$ cat src/pkg/watchdog_params.svh
// Offsets, field positions, reset values and timing counts of the watchdog
`ifndef WATCHDOG_PARAMS_SVH
`define WATCHDOG_PARAMS_SVH

// Clock and tick timing
`define WDT_CLK_PERIOD_NS  40
`define WDT_TICK_PERIOD_NS 10240000
`define WDT_TICK_CYCLES    (`WDT_TICK_PERIOD_NS / `WDT_CLK_PERIOD_NS)

// Register byte offsets
`define WDT_OFS_COUNT   8'h00
`define WDT_OFS_CTRL    8'h04
`define WDT_OFS_FRZ_SET 8'h08
`define WDT_OFS_FRZ_CLR 8'h0C
`define WDT_OFS_STATE   8'h10
`define WDT_OFS_IRQ_ST  8'h14
`define WDT_OFS_IRQ_MSK 8'h18
`define WDT_OFS_REMAP   8'h1C

// Counter values, two's complement over nine bits
`define WDT_CNT_RESET   9'h0FF
`define WDT_CNT_ZERO    9'h000
`define WDT_GRACE_LIMIT 9'h1F0

// Field positions
`define WDT_GUARD_MSB   15
`define WDT_GUARD_LSB   9
`define WDT_CTRL_NMI_RST 0
`define WDT_FRZ_BIT     0
`define WDT_EV_NMI      0
`define WDT_EV_DBG      1
`define WDT_EV_GUARD    2
`define WDT_EV_W        3
`define WDT_REMAP_W     2

`endif

$ cat src/pkg/watchdog_pkg.sv
// Types shared by the watchdog design
`default_nettype none
package watchdog_pkg;

  // Expiry phase of the watchdog
  typedef enum logic [2:0] {
    PH_ARMED = 3'b001,
    PH_GRACE = 3'b010,
    PH_FIRE  = 3'b100
  } phase_t;

endpackage : watchdog_pkg
`default_nettype wire

$ cat src/hw/watchdog_nmi_reset_timer.sv
// Watchdog timer with NMI, grace period, system reset and freeze controls
//
// Overview of operation
// [RULE_01] Count down by one on every 10.24 ms tick unless frozen.
// [RULE_02] Counter starts at 255 after any reset.
// [RULE_03] Software keeps write guard bits zero when reloading the counter.
// [RULE_04] A counter write with any guard bit set is dropped.
// [RULE_05] Past zero the counter goes negative through its sign bit.
// [RULE_06] Interrupt mode: NMI at zero, system reset at or below -16.
// [RULE_07] NMI handler reloads above -16 before sixteen more ticks pass.
// [RULE_08] Reset mode: system reset at or below zero, no NMI.
// [RULE_09] Watchdog reset reinitialises the block, counter back to 255.
// [RULE_10] Boot remap selection survives watchdog reset; restart from address zero.
// [RULE_11] Debug halt stops counting; software cannot mask it.
// [RULE_12] Debug enable bit is not reachable by software.
// [RULE_13] Software freeze set works only while reset mode is off.
// [RULE_14] Software freeze clear write resumes counting.
// [RULE_15] Reset mode bit is set-only; only system reset clears it.
// [RULE_16] While frozen the counter holds and nothing fires.
//
// Local design decisions: the plain strobed port and the register offsets.
`timescale 1ns/1ps
`default_nettype none
`include "watchdog_params.svh"

module watchdog_nmi_reset_timer
  import watchdog_pkg::*;
#(
  parameter int TICK_CYCLES = `WDT_TICK_CYCLES
) (
  // Clock and reset
  input  wire logic        clk,
  input  wire logic        rst_b,
  // Register port
  input  wire logic [7:0]  addr,
  input  wire logic [31:0] wdata,
  input  wire logic        wr_strobe,
  input  wire logic        rd_strobe,
  output logic      [31:0] rdata,
  // Debug module status
  input  wire logic        debug_halted,
  input  wire logic        debug_enable_bit,
  // System outputs
  output logic             nmi,
  output logic             sys_reset,
  output logic             irq,
  output logic [`WDT_REMAP_W-1:0] boot_remap_select
);

  localparam int TW = $clog2(TICK_CYCLES + 1);
  localparam logic [TW-1:0] TICK_LAST = TW'(TICK_CYCLES - 1);

  // The divider needs at least two states to form a pulse
  if (TICK_CYCLES < 2) begin : g_bad_tick
    $error("TICK_CYCLES must be at least 2");
  end

  // Reset threshold must sit below zero, or the grace period vanishes
  if ($signed(`WDT_GRACE_LIMIT) >= 0) begin : g_bad_limit
    $error("grace limit must be negative");
  end

  // Signed compare used for every expiry threshold
  function automatic logic at_or_below(
    input logic [8:0] value,
    input logic [8:0] limit
  );
    return $signed(value) <= $signed(limit);
  endfunction : at_or_below

  // Address decode shared by all register writes
  function automatic logic hit(
    input logic [7:0] a,
    input logic [7:0] ofs
  );
    return a == ofs;
  endfunction : hit

  // Counter, time base, phase and register state
  logic [8:0]            count;
  logic [TW-1:0]         div;
  logic                  tick;
  phase_t                phase;
  phase_t                next_phase;
  logic                  nmi_rst;
  logic                  sw_frozen;
  logic                  dbg_freeze;
  logic                  dbg_freeze_q;
  logic                  frozen;
  logic                  sys_init;
  logic                  wr_count;
  logic                  guard_ok;
  logic                  nmi_now;
  logic                  wdog_caused;
  logic [`WDT_EV_W-1:0]  irq_stat;
  logic [`WDT_EV_W-1:0]  irq_mask;
  logic [`WDT_EV_W-1:0]  events;
  logic [`WDT_EV_W-1:0]  clr_bits;

  // Fire state stands for the system reset of the block, all but boot remap and reset cause
  assign sys_init = (phase == PH_FIRE); // RULE_09

  // Debug freeze: enable comes from the debug module only, no register
  assign dbg_freeze = debug_halted & debug_enable_bit; // RULE_11 RULE_12

  // Software freeze holds only while reset mode is off, so a freeze set
  // before reset mode was chosen cannot keep the system reset away
  assign frozen = dbg_freeze | (sw_frozen & ~nmi_rst); // RULE_13 RULE_16

  // Counter write decode and guard filter
  assign wr_count = wr_strobe & hit(addr, `WDT_OFS_COUNT);
  assign guard_ok = (wdata[`WDT_GUARD_MSB:`WDT_GUARD_LSB] == 7'h00); // RULE_04

  // Tick pulse at the end of each divider period
  assign tick = (div == TICK_LAST);

  // Time base divider, restarted by the watchdog reset
  always_ff @(posedge clk or negedge rst_b) begin
    if (!rst_b) begin
      div <= '0;
    end else if (sys_init || tick) begin
      div <= '0;
    end else begin
      div <= div + TW'(1); // RULE_01
    end
  end

  // Timeout counter; a guarded write beats a tick in the same cycle
  always_ff @(posedge clk or negedge rst_b) begin
    if (!rst_b) begin
      count <= `WDT_CNT_RESET; // RULE_02
    end else if (sys_init) begin
      count <= `WDT_CNT_RESET; // RULE_09
    end else if (wr_count && guard_ok) begin
      count <= wdata[8:0];
    end else if (tick && !frozen) begin
      count <= count - 9'h001; // RULE_01 RULE_05 RULE_16
    end
  end

  // Expiry phase; armed and grace hold while frozen, fire always returns to armed
  always_comb begin
    next_phase = phase;
    case (phase)
      PH_ARMED: begin
        if (!frozen) begin // RULE_16
          if (nmi_rst && at_or_below(count, `WDT_CNT_ZERO)) begin
            next_phase = PH_FIRE; // RULE_08
          end else if (at_or_below(count, `WDT_GRACE_LIMIT)) begin
            next_phase = PH_FIRE; // RULE_06
          end else if (at_or_below(count, `WDT_CNT_ZERO)) begin
            next_phase = PH_GRACE; // RULE_06
          end
        end
      end
      PH_GRACE: begin
        if (!frozen) begin // RULE_16
          if (at_or_below(count, `WDT_GRACE_LIMIT)) begin
            next_phase = PH_FIRE; // RULE_06
          end else if (nmi_rst && at_or_below(count, `WDT_CNT_ZERO)) begin
            next_phase = PH_FIRE; // RULE_08
          end else if (!at_or_below(count, `WDT_CNT_ZERO)) begin
            next_phase = PH_ARMED; // RULE_07
          end
        end
      end
      PH_FIRE: begin
        next_phase = PH_ARMED;
      end
      default: begin
        next_phase = PH_ARMED;
      end
    endcase
  end

  // Phase register
  always_ff @(posedge clk or negedge rst_b) begin
    if (!rst_b) begin
      phase <= PH_ARMED;
    end else begin
      phase <= next_phase;
    end
  end

  // NMI only on entry into the grace period
  assign nmi_now = (phase == PH_ARMED) && (next_phase == PH_GRACE);

  // One-cycle NMI and system reset pulses
  always_ff @(posedge clk or negedge rst_b) begin
    if (!rst_b) begin
      nmi       <= 1'b0;
      sys_reset <= 1'b0;
    end else begin
      nmi       <= nmi_now; // RULE_06
      sys_reset <= (next_phase == PH_FIRE); // RULE_06 RULE_08 RULE_09
    end
  end

  // Reset-mode bit: software can only set it
  always_ff @(posedge clk or negedge rst_b) begin
    if (!rst_b) begin
      nmi_rst <= 1'b0;
    end else if (sys_init) begin
      nmi_rst <= 1'b0; // RULE_15
    end else if (wr_strobe && hit(addr, `WDT_OFS_CTRL) && wdata[`WDT_CTRL_NMI_RST]) begin
      nmi_rst <= 1'b1; // RULE_15
    end
  end

  // Software freeze; set is refused in reset mode so it cannot mask a reset
  always_ff @(posedge clk or negedge rst_b) begin
    if (!rst_b) begin
      sw_frozen <= 1'b0;
    end else if (sys_init) begin
      sw_frozen <= 1'b0;
    end else if (wr_strobe && hit(addr, `WDT_OFS_FRZ_SET) && wdata[`WDT_FRZ_BIT] && !nmi_rst) begin
      sw_frozen <= 1'b1; // RULE_13
    end else if (wr_strobe && hit(addr, `WDT_OFS_FRZ_CLR) && wdata[`WDT_FRZ_BIT]) begin
      sw_frozen <= 1'b0; // RULE_14
    end
  end

  // Edge detect on the debug freeze for its event
  always_ff @(posedge clk or negedge rst_b) begin
    if (!rst_b) begin
      dbg_freeze_q <= 1'b0;
    end else begin
      dbg_freeze_q <= dbg_freeze;
    end
  end

  // Event sources of the sticky status
  always_comb begin
    events = '0;
    events[`WDT_EV_NMI]   = nmi_now;
    events[`WDT_EV_DBG]   = dbg_freeze & ~dbg_freeze_q;
    events[`WDT_EV_GUARD] = wr_count & ~guard_ok;
  end

  // Write-one-to-clear bits of the status register
  assign clr_bits = (wr_strobe && hit(addr, `WDT_OFS_IRQ_ST)) ? wdata[`WDT_EV_W-1:0] : '0;

  // Sticky status, write one to clear; a new event wins over the clear
  always_ff @(posedge clk or negedge rst_b) begin
    if (!rst_b) begin
      irq_stat <= '0;
    end else if (sys_init) begin
      irq_stat <= events;
    end else begin
      irq_stat <= (irq_stat & ~clr_bits) | events;
    end
  end

  // Interrupt mask
  always_ff @(posedge clk or negedge rst_b) begin
    if (!rst_b) begin
      irq_mask <= '0;
    end else if (sys_init) begin
      irq_mask <= '0;
    end else if (wr_strobe && hit(addr, `WDT_OFS_IRQ_MSK)) begin
      irq_mask <= wdata[`WDT_EV_W-1:0];
    end
  end

  // Level interrupt while any unmasked status bit is set
  assign irq = |(irq_stat & irq_mask);

  // Boot remap and reset cause live on the hardware reset only,
  // so the core restarts at address zero of the same memory
  always_ff @(posedge clk or negedge rst_b) begin
    if (!rst_b) begin
      boot_remap_select <= '0;
      wdog_caused       <= 1'b0;
    end else begin
      if (wr_strobe && hit(addr, `WDT_OFS_REMAP)) begin
        boot_remap_select <= wdata[`WDT_REMAP_W-1:0]; // RULE_10
      end
      if (sys_init) begin
        wdog_caused <= 1'b1; // RULE_10
      end
    end
  end

  // Read data for exactly one cycle after the strobe, zero otherwise
  // Write-only freeze registers fall to the default and read as zero
  always_ff @(posedge clk or negedge rst_b) begin
    if (!rst_b) begin
      rdata <= 32'h0000_0000;
    end else if (!rd_strobe) begin
      rdata <= 32'h0000_0000;
    end else begin
      case (addr)
        `WDT_OFS_COUNT:   rdata <= {23'h00_0000, count};
        `WDT_OFS_CTRL:    rdata <= {31'h0000_0000, nmi_rst};
        `WDT_OFS_STATE:   rdata <= {26'h000_0000, wdog_caused, phase, dbg_freeze, sw_frozen};
        `WDT_OFS_IRQ_ST:  rdata <= {29'h0000_0000, irq_stat};
        `WDT_OFS_IRQ_MSK: rdata <= {29'h0000_0000, irq_mask};
        `WDT_OFS_REMAP:   rdata <= {30'h0000_0000, boot_remap_select};
        default:          rdata <= 32'h0000_0000;
      endcase
    end
  end

endmodule : watchdog_nmi_reset_timer
`default_nettype wire

$ cat config.mk
export PLATFORM = sky130hd
export DESIGN_NAME = watchdog_nmi_reset_timer
export DESIGN_NICKNAME = d
export VERILOG_FILES = /design/src/pkg/watchdog_pkg.sv /design/src/hw/watchdog_nmi_reset_timer.sv
export VERILOG_INCLUDE_DIRS = /design/src /design/src/pkg
export SDC_FILE = /design/constraint.sdc
export NUM_CORES = 1
export LEC_CHECK = 0
export BUFFER_PORTS_ARGS = -buffer_cell sky130_fd_sc_hd__buf_2
export CORE_MARGIN = 10
export CORE_UTILIZATION = 50
export CTS_CLUSTER_DIAMETER = 200
export DETAILED_ROUTE_END_ITERATION = 16
export HOLD_SLACK_MARGIN = 0.08
export PLACE_DENSITY = 0.77
export SYNTH_ARGS = -nofsm -noshare
export SYNTH_HDL_FRONTEND = slang
export SYNTH_SLANG_ARGS = --single-unit
$ cat constraint.sdc
create_clock -name clk -period 3.3 [get_ports clk]
set_clock_uncertainty 0.1 [all_clocks]
set_input_delay 0 -clock clk [delete_from_list [all_inputs] [get_ports clk]]
set_output_delay 0 -clock clk [all_outputs]
set_load 0.05 [all_outputs]
==> results of run 1 <==
-- cells by family (layout without fill, tap and decap cells) --
| logic type | count (synthesis) | after routing | share of synthesized area (%) |
|---|---|---|---|
| AOI/OAI and AO/OA | 38 | 38 | 8.27 |
| DFF | 53 | 53 | 44.7 |
| muxes | 13 | 13 | 4.55 |
| and+or+nand+nor | 150 | 150 | 27.7 |
| adders and majority gates | 2 | 2 | 0.836 |
| buffers and inverters | 36 | 90 | 7.69 |
| xor gates and xnor gates | 21 | 21 | 6.14 |
| other | 1 | 23 | 0.125 |
-- registers in the layout, indices dropped and copies added (netlist names), 2 cells and up --
register	cells
div	18
count	9
rdata	9
irq_mask	3
irq_stat	3
phase	3
boot_remap_select	2
-- metrics by stage --
stage | std cells | area (um2) | worst slack, ns | hold WS, ns
CTS | 465 | 3640 | 0.282 | 0.0936
floorplan | 336 | 3080 | 1.36 | -0.396
finish | 465 | 3640 | 0.243 | 0.104
detailed placement | 426 | 3190 | 1.02 | 0.151
global placement | 426 | 3190 | 1.06 | 0.132
global route | 465 | 3640 | 0.0214 | 0.123
-- repair_timing --
item | CTS | global route
hold buffers | 31 | 0
resized for setup | 0 | 0
hold endpoints to repair | 67 | 0
-- critical path, cell delays in order --
cell and delay (ns):
dlygate4sd3_1 0.53, buf_2 0.13, nor3_1 0.28, dlygate4sd3_1 0.63, nand3_1 0.09, dlygate4sd3_1 0.57, or2_2 0.30, dlygate4sd3_1 0.58
nor2_1 0.10
-- layout by cell type (no fill, tap or decap), types with 10 or more instances in the layout --
cell type,count
a21oi_1,11
buf_2,43
conb_1,23
dfrtp_1,44
dlygate4sd3_1,31
nand2_1,22
nand3_1,14
nand4_1,10
nor2_1,46
nor3_1,10
o21ai_0,10
xor2_1,12
-- metal layers --
layer	up-vias	part of all wire, %
met2	66	53
met3	14	5.0
met1	1185	40
met5	-	0
met4	0	2.1
li1	1212	-
-- cell type report --
type	count	area share [%]
flip-flops and latches	53	36.8
well taps	75	2.58
repair buffers	75	14.7
clock inverters	3	1.89
inverters	7	0.722
clock buffers	5	1.89
multi-input cells	247	41.5
-- worst max-delay path by stage --
stage,from,end,slack (ns),cells after the start
3_3_place_gp,div[0],count[1],1.06,6
2_1_floorplan,div[0],count[1],1.36,6
6_report,addr[7],rdata[4],0.24,9
3_5_place_dp,div[0],count[1],1.02,6
4_1_cts,addr[7],rdata[4],0.28,9
5_1_grt,addr[7],rdata[4],0.02,9
-- power by group --
| group | leakage (uW) | internal, uW | switching [uW] |
|---|---|---|---|
| registers | 0.000676 | 666 | 13.8 |
| clock network | 0.0000687 | 305 | 210 |
| logic | 0.000942 | 64.1 | 141 |
| total | 0.00169 | 1040 | 365 |
==> metrics, run 1 <==
run status=completed; Synth Instances=314; Lkg Pwr=0.00169 uW; vias in the first global route=2464; Num CTS Buffers=5; clk buf depth=2; nets=437; Rel. slew slack=30.1%; GRT met3 Usage=3.49%; pwr dens=385 mW/mm2; Synth Area per Inst=9.54 um2; Reg2Reg Launch Point=div[0]; Yosys cell types=53; Clk Latency, worst-skew pair=0.30 ns; num rows=28; die height=97.4 um; initial antenna violation count=0; routed wire length=7060 um; Post-route DRC=0; total congestion overflow=0; Global Route Usage Sum=14.6%; wire length per cell=15.2 um; reg2reg path depth=7; final hold violation count=0; met2 Use GR=26.3%; Die Wd=97.4 um; I/O pins=83; hold path depth=5; peak supply drop=241 uV; Die Area=0.00948 mm2; GR peak layer=met2; Crit path arrival time=3.20 ns; met1 Use GR=16.2%; Hold WC Path Type=in2reg; Yosys top cell by area=dfrtp_1; DR vias/cell=5.33; CP max FO=3; n_diodes=0; Yosys warning total=0; Slew Limit Fails=0; synth top area cells=dfrtp_1, dfstp_2, buf_4; postcts setup bufs=0; Pre-antenna DRT Iters=4; Post-Syn Area=0.00299 mm2; Post-synth ARST share=100%; htree depth=2; Hold EP=irq_mask[1]; CP Launch Type=input port; largest net degree at the start of global routing=49; Multi-input gate area=0.00151 mm2; area grow syn2layout=21.5%; final period utilization=92.6%; Clock Sinks=53; share of cells above drive strength 1=20.3%; R2R Setup Slk=0.63 ns; Setup violations, final=0; crit path capture type=flop; EDFF count, synth=0; maximum clock rate=327 MHz; RSZ-0062 raised after global routing=no; dpl hpwl=5030 um; CP required=3.44 ns; clock-pin transition on the worst setup and hold timing paths=0.10 ns; Fillers=478; CP Class=in2reg; post-layout util=62.2%; top post-synthesis cells by count=nor2_1, dfrtp_1, buf_4, nand2_1, nand3_1; Core Area=0.00585 mm2; DR iter-0 viols=165; first-pass GRT wire length=11800 um; Max-Cap Viols=0; CTS Root Buffer Type=clkbuf_8; sequential cell area=0.00134 mm2; Worst-Margin Slew=1.05 ns; Yosys reg bits=53; post-synth top area share=36.8%; Initial Util=51.2%; input/output buffers=43; FF-to-FF End=count[8]; TNS Setup=0 ns; minimum clock period=3.06 ns; GP Congestion=0.885; sequential area share after synthesis=44.7%; via count=2477; Main synth FF type=dfrtp_1; CTS tree=done; count leader, synth=nor2_1; min-delay src=wr_strobe; Pwr Total=1400 uW; Final ANT Viol Nets=0
No activity file was read; power rests on OpenSTA's default activity.
==> run 2: changes to the inputs <==
--- a/config.mk
+++ b/config.mk
@@ -11,8 +11,8 @@
 export CORE_UTILIZATION = 50
 export CTS_CLUSTER_DIAMETER = 200
 export DETAILED_ROUTE_END_ITERATION = 16
-export HOLD_SLACK_MARGIN = 0.08
-export PLACE_DENSITY = 0.77
+export HOLD_SLACK_MARGIN = 0.05
+export PLACE_DENSITY = 0.79
 export SYNTH_ARGS = -nofsm -noshare
 export SYNTH_HDL_FRONTEND = slang
 export SYNTH_SLANG_ARGS = --single-unit
==> metrics, run 2 (same netlist as run 1, synthesis figures left out) <==
final period utilization=85.1%; final hold violation count=0; clock-pin transition on the worst setup and hold timing paths=0.10 ns; Pre-antenna DRT Iters=4; CP Class=in2reg; num rows=28; min-delay src=addr[7]; Int Pwr=1030 uW; run status=completed; initial antenna violation count=0; Die Wd=97.4 um; pwr dens=394 mW/mm2; Lkg Pwr=0.00167 uW; placed insts=426; CP startpoint=debug_enable_bit; clk buf depth=2; Initial Util=51.2%; input/output buffers=43; first-pass GRT wire length=11800 um; routed wire length=7100 um; via count=2471; design area=0.00358 mm2; Sw Ratio=26.7%; CP required=3.46 ns; crit path capture type=flop; n_diodes=0; Biggest register=div; GR peak layer=met2; largest net degree at the start of global routing=49; Num CTS Buffers=5; Net Sw Power=376 uW; Hold WC Path Type=in2reg; Global Route Usage Sum=14.5%; commonest cells after routing, fill and taps aside=nor2_1, dfrtp_1, buf_2, dlygate4sd3_1, conb_1; Non-Filler Instances=459; share of cells above drive strength 1=20.6%; Slew Limit Fails=0; sequential power share=48.3%; GP Congestion=0.893; nets=431; CP Launch Type=input port; I/O pins=83; clock group share of total power=37.5%; DR iter-0 viols=172; vias in the first global route=2469; maximum clock rate=356 MHz; Crit path arrival time=2.96 ns; die height=97.4 um; met2 Use GR=25.4%; biggest regs=div (18), count (9), rdata (9); postcts setup bufs=0; Setup violations, final=0; Die Area=0.00948 mm2; wire length per cell=15.5 um; Post-route DRC=0; CTS tree=done; cells resized by post-CTS repair=0; TNS Setup=0 ns; total congestion overflow=0; commonest non-fill, non-tap cell in the layout=nor2_1; Worst-Margin Slew=1.07 ns; Reg2Reg Launch Point=div[0]; Final ANT Viol Nets=0; GRT met3 Usage=3.56%; RSZ-0062 raised after global routing=no; CTS Root Buffer Type=clkbuf_8; peak supply drop=204 uV; Clk Latency, worst-skew pair=0.31 ns; Core Area=0.00585 mm2; DR vias/cell=5.38; htree depth=2; Clock Sinks=53; area grow syn2layout=19.5%; met1 Use GR=17.0%; CP max FO=7; Max-Cap Viols=0; Rel. slew slack=29.0%; minimum clock period=2.81 ns; dpl hpwl=5000 um; post-place instance area=0.00319 mm2; Combinational Power Share=14.3%; max FFs per register=18
==> run 2: worst max-delay path, cell delays in order <==
cell	delay, ns
dlygate4sd3_1	0.53
buf_2	0.12
nand2_1	0.16
dlygate4sd3_1	0.61
inv_1	0.10
nor2_1	0.38
nand4_1	0.17
xor2_1	0.19
a21oi_1	0.13
dlygate4sd3_1	0.56
==> run 2: area by class of cell <==
| type | instances | area (um2) |
|---|---|---|
| well taps | 75 | 93.8 |
| clock buffers | 5 | 68.8 |
| multi-input cells | 247 | 1510 |
| repair buffers | 69 | 473 |
| inverters | 7 | 26.3 |
| clock inverters | 3 | 68.8 |
| flip-flops and latches | 53 | 1340 |
| fillers | 498 | 2270 |
==> run 2: final timing paths <==
path | to | slack [ns] | cells past startpoint
max | count[8] | 0.49 | 10
min | rdata[4] | 0.05 | 5
max reg2reg | count[8] | 0.58 | 7
min reg2reg | irq_stat[1] | 0.34 | 1
max in group asynchronous | div[7] | 2.08 | 3
min in group asynchronous | boot_remap_select[0] | 0.32 | 2
==> run 2: per-stage QoR <==
stage          hold slack (ns)  worst slack, ns  total power, uW  util [%]
2_1_floorplan           -0.396             1.36              840         -
3_5_place_dp             0.152             1.04              873      54.5
6_report                0.0517            0.492             1410      61.1
3_3_place_gp             0.131             1.05              871      54.5
5_1_grt                  0.106            0.340             1460      61.1
4_1_cts                 0.0568            0.544             1410      61.1
==> run 2: power groups by stage <==
stage	Combinational [uW]	Clock (uW)	Sequential (uW)
floorplan	139	0	701
global placement	180	0	691
detailed placement	181	0	692
CTS	200	532	680
global route	217	556	683
finish	201	528	680
==> run 2: what timing repair did <==
item | 4_1_cts | 5_1_grt
hold buffers | 25 | 0
setup endpoints to repair | 0 | 0
endpoints found under the hold margin | 63 | 0
==> run 2: per-layer routing <==
metal,wire (um),vias to the layer above
li1,-,1206
met1,2830,1176
met2,3690,74
met3,441,15
met4,144,0
met5,0,-
==> run 3: changes to the inputs <==
--- a/config.mk
+++ b/config.mk
@@ -9,10 +9,12 @@
 export BUFFER_PORTS_ARGS = -buffer_cell sky130_fd_sc_hd__buf_2
 export CORE_MARGIN = 10
 export CORE_UTILIZATION = 50
+export CTS_BUF_LIST = sky130_fd_sc_hd__clkbuf_4 sky130_fd_sc_hd__clkbuf_8 sky130_fd_sc_hd__clkbuf_16
 export CTS_CLUSTER_DIAMETER = 200
 export DETAILED_ROUTE_END_ITERATION = 16
 export HOLD_SLACK_MARGIN = 0.05
 export PLACE_DENSITY = 0.79
+export SLEW_MARGIN = 20
 export SYNTH_ARGS = -nofsm -noshare
 export SYNTH_HDL_FRONTEND = slang
 export SYNTH_SLANG_ARGS = --single-unit
==> metrics, run 3 (same netlist as run 1, synthesis figures left out) <==
largest net degree at the start of global routing=49; RSZ-0062 raised after global routing=no; postcts setup bufs=0; Biggest register=div; CP max FO=7; Pre-antenna DRT Iters=5; input/output buffers=43; Lkg Pwr=0.00167 uW; sequential cell area=0.00134 mm2; peak supply drop=204 uV; CP Launch Type=input port; run status=completed; Reg2Reg Launch Point=div[0]; Global Route Usage Sum=14.5%; final hold violation count=0; via count=2501; CP max stage cell=dlygate4sd3_1; R2R Setup Slk=0.59 ns; maximum clock rate=354 MHz; CTS Root Buffer Type=clkbuf_8; CP peak stage delay=0.61 ns; Final ANT Viol Nets=0; Crit path arrival time=2.98 ns; num rows=28; nets=431; n_diodes=0; crit path capture type=flop; CTS tree=done; Hold EP=rdata[3]; Initial Util=51.2%; cells resized by post-CTS repair=0; post-layout util=61.2%; Post-route DRC=0; post-place instance area=0.00319 mm2; CP Class=in2reg; CP Cell Sequence=dlygate4sd3_1 > buf_2 > nand2_1 > dlygate4sd3_1 > inv_1 > nor2_1 > nand4_1 > xor2_1 > a21oi_1 > dlygate4sd3_1; hold path depth=5; Die Area=0.00948 mm2; Die Wd=97.4 um; CP required=3.46 ns; biggest regs=div (18), count (9), rdata (9); Core Area=0.00585 mm2; vias in the first global route=2469; Worst-Margin Slew=0.791 ns; Clock Sinks=53; final period utilization=85.6%; Non-Filler Instances=459; DR iter-0 viols=142; Max-Cap Viols=0; reg2reg path depth=7; commonest non-fill, non-tap cell in the layout=nor2_1; I/O pins=83; area grow syn2layout=19.6%; die height=97.4 um; Rel. slew slack=46.9%; routed wire length=7160 um; Clk Latency, worst-skew pair=0.31 ns; wire length per cell=15.6 um; min-delay src=addr[7]; initial antenna violation count=0; TNS Setup=0 ns; Fillers=500; commonest cells after routing, fill and taps aside=nor2_1, dfrtp_1, buf_2, dlygate4sd3_1, conb_1; dpl hpwl=5000 um; GP Congestion=0.893; htree depth=2; clock-pin transition on the worst setup and hold timing paths=0.10 ns; clk buf depth=2; pwr dens=394 mW/mm2; design area=0.00358 mm2; Hold WC Path Type=in2reg; placed insts=426; Setup violations, final=0; Slew Limit Fails=0; share of cells above drive strength 1=20.6%; FF-to-FF End=count[8]; Num CTS Buffers=5; most common cell type on the critical path=dlygate4sd3_1; Multi-input gate area=0.00151 mm2; max FFs per register=18; total congestion overflow=0; first-pass GRT wire length=11800 um; minimum clock period=2.82 ns; DR vias/cell=5.45; Pwr Total=1410 uW
==> run 3: worst max-delay path by stage <==
stage,startpoint,slack (ns),depth (start not counted),to
finish,debug_enable_bit,0.48,10,count[8]
global route,debug_enable_bit,0.34,10,count[8]
CTS,debug_enable_bit,0.54,10,count[8]
detailed placement,div[0],1.04,6,count[1]
global placement,div[0],1.05,6,count[1]
floorplan,div[0],1.36,6,count[1]
==> run 3: routing by layer <==
metal | wire length [um] | vias up | track usage (%)
li1 | - | 1207 | -
met1 | 2860 | 1195 | 17.0
met2 | 3720 | 83 | 25.4
met3 | 435 | 16 | 3.56
met4 | 140 | 0 | 4.36
met5 | 0 | - | 0
==> run 3: per-stage QoR <==
stage          hold slack, ns  worst slack [ns]
6_report               0.0496             0.476
5_1_grt                 0.106             0.340
4_1_cts                0.0568             0.544
3_5_place_dp            0.152              1.04
3_3_place_gp            0.131              1.05
2_1_floorplan          -0.396              1.36
==> run 3: final cells by class <==
class	instances	area share [%]
Timing Repair Buffer	69	13.3
Inverter	7	0.734
Multi-Input combinational cell	247	42.2
Clock buffer	5	1.92
Tap cell	75	2.62
Clock inverter	3	1.92
Sequential cell	53	37.4
==> run 3: repair_timing <==
item	4_1_cts	5_1_grt
endpoints found under the hold margin	63	0
hold buffers	25	0
setup endpoints to repair	0	0
==> run 3: power breakdown <==
part / total, uW / internal [uW] / leakage, uW / switching, uW
logic: 202 / 61.8 / 0.000927 / 140
registers: 680 / 666 / 0.000676 / 13.6
clock network: 529 / 305 / 0.0000687 / 224
total: 1410 / 1030 / 0.00167 / 378
==> run 3: worst max-delay path: cells and delay by family <==
kind | cells | cell delay [ns]
XOR/XNOR | 1 | 0.19
buffers and inverters | 5 | 1.92
AO/OA/AOI/OAI | 1 | 0.13
AND/OR/NAND/NOR | 3 | 0.72
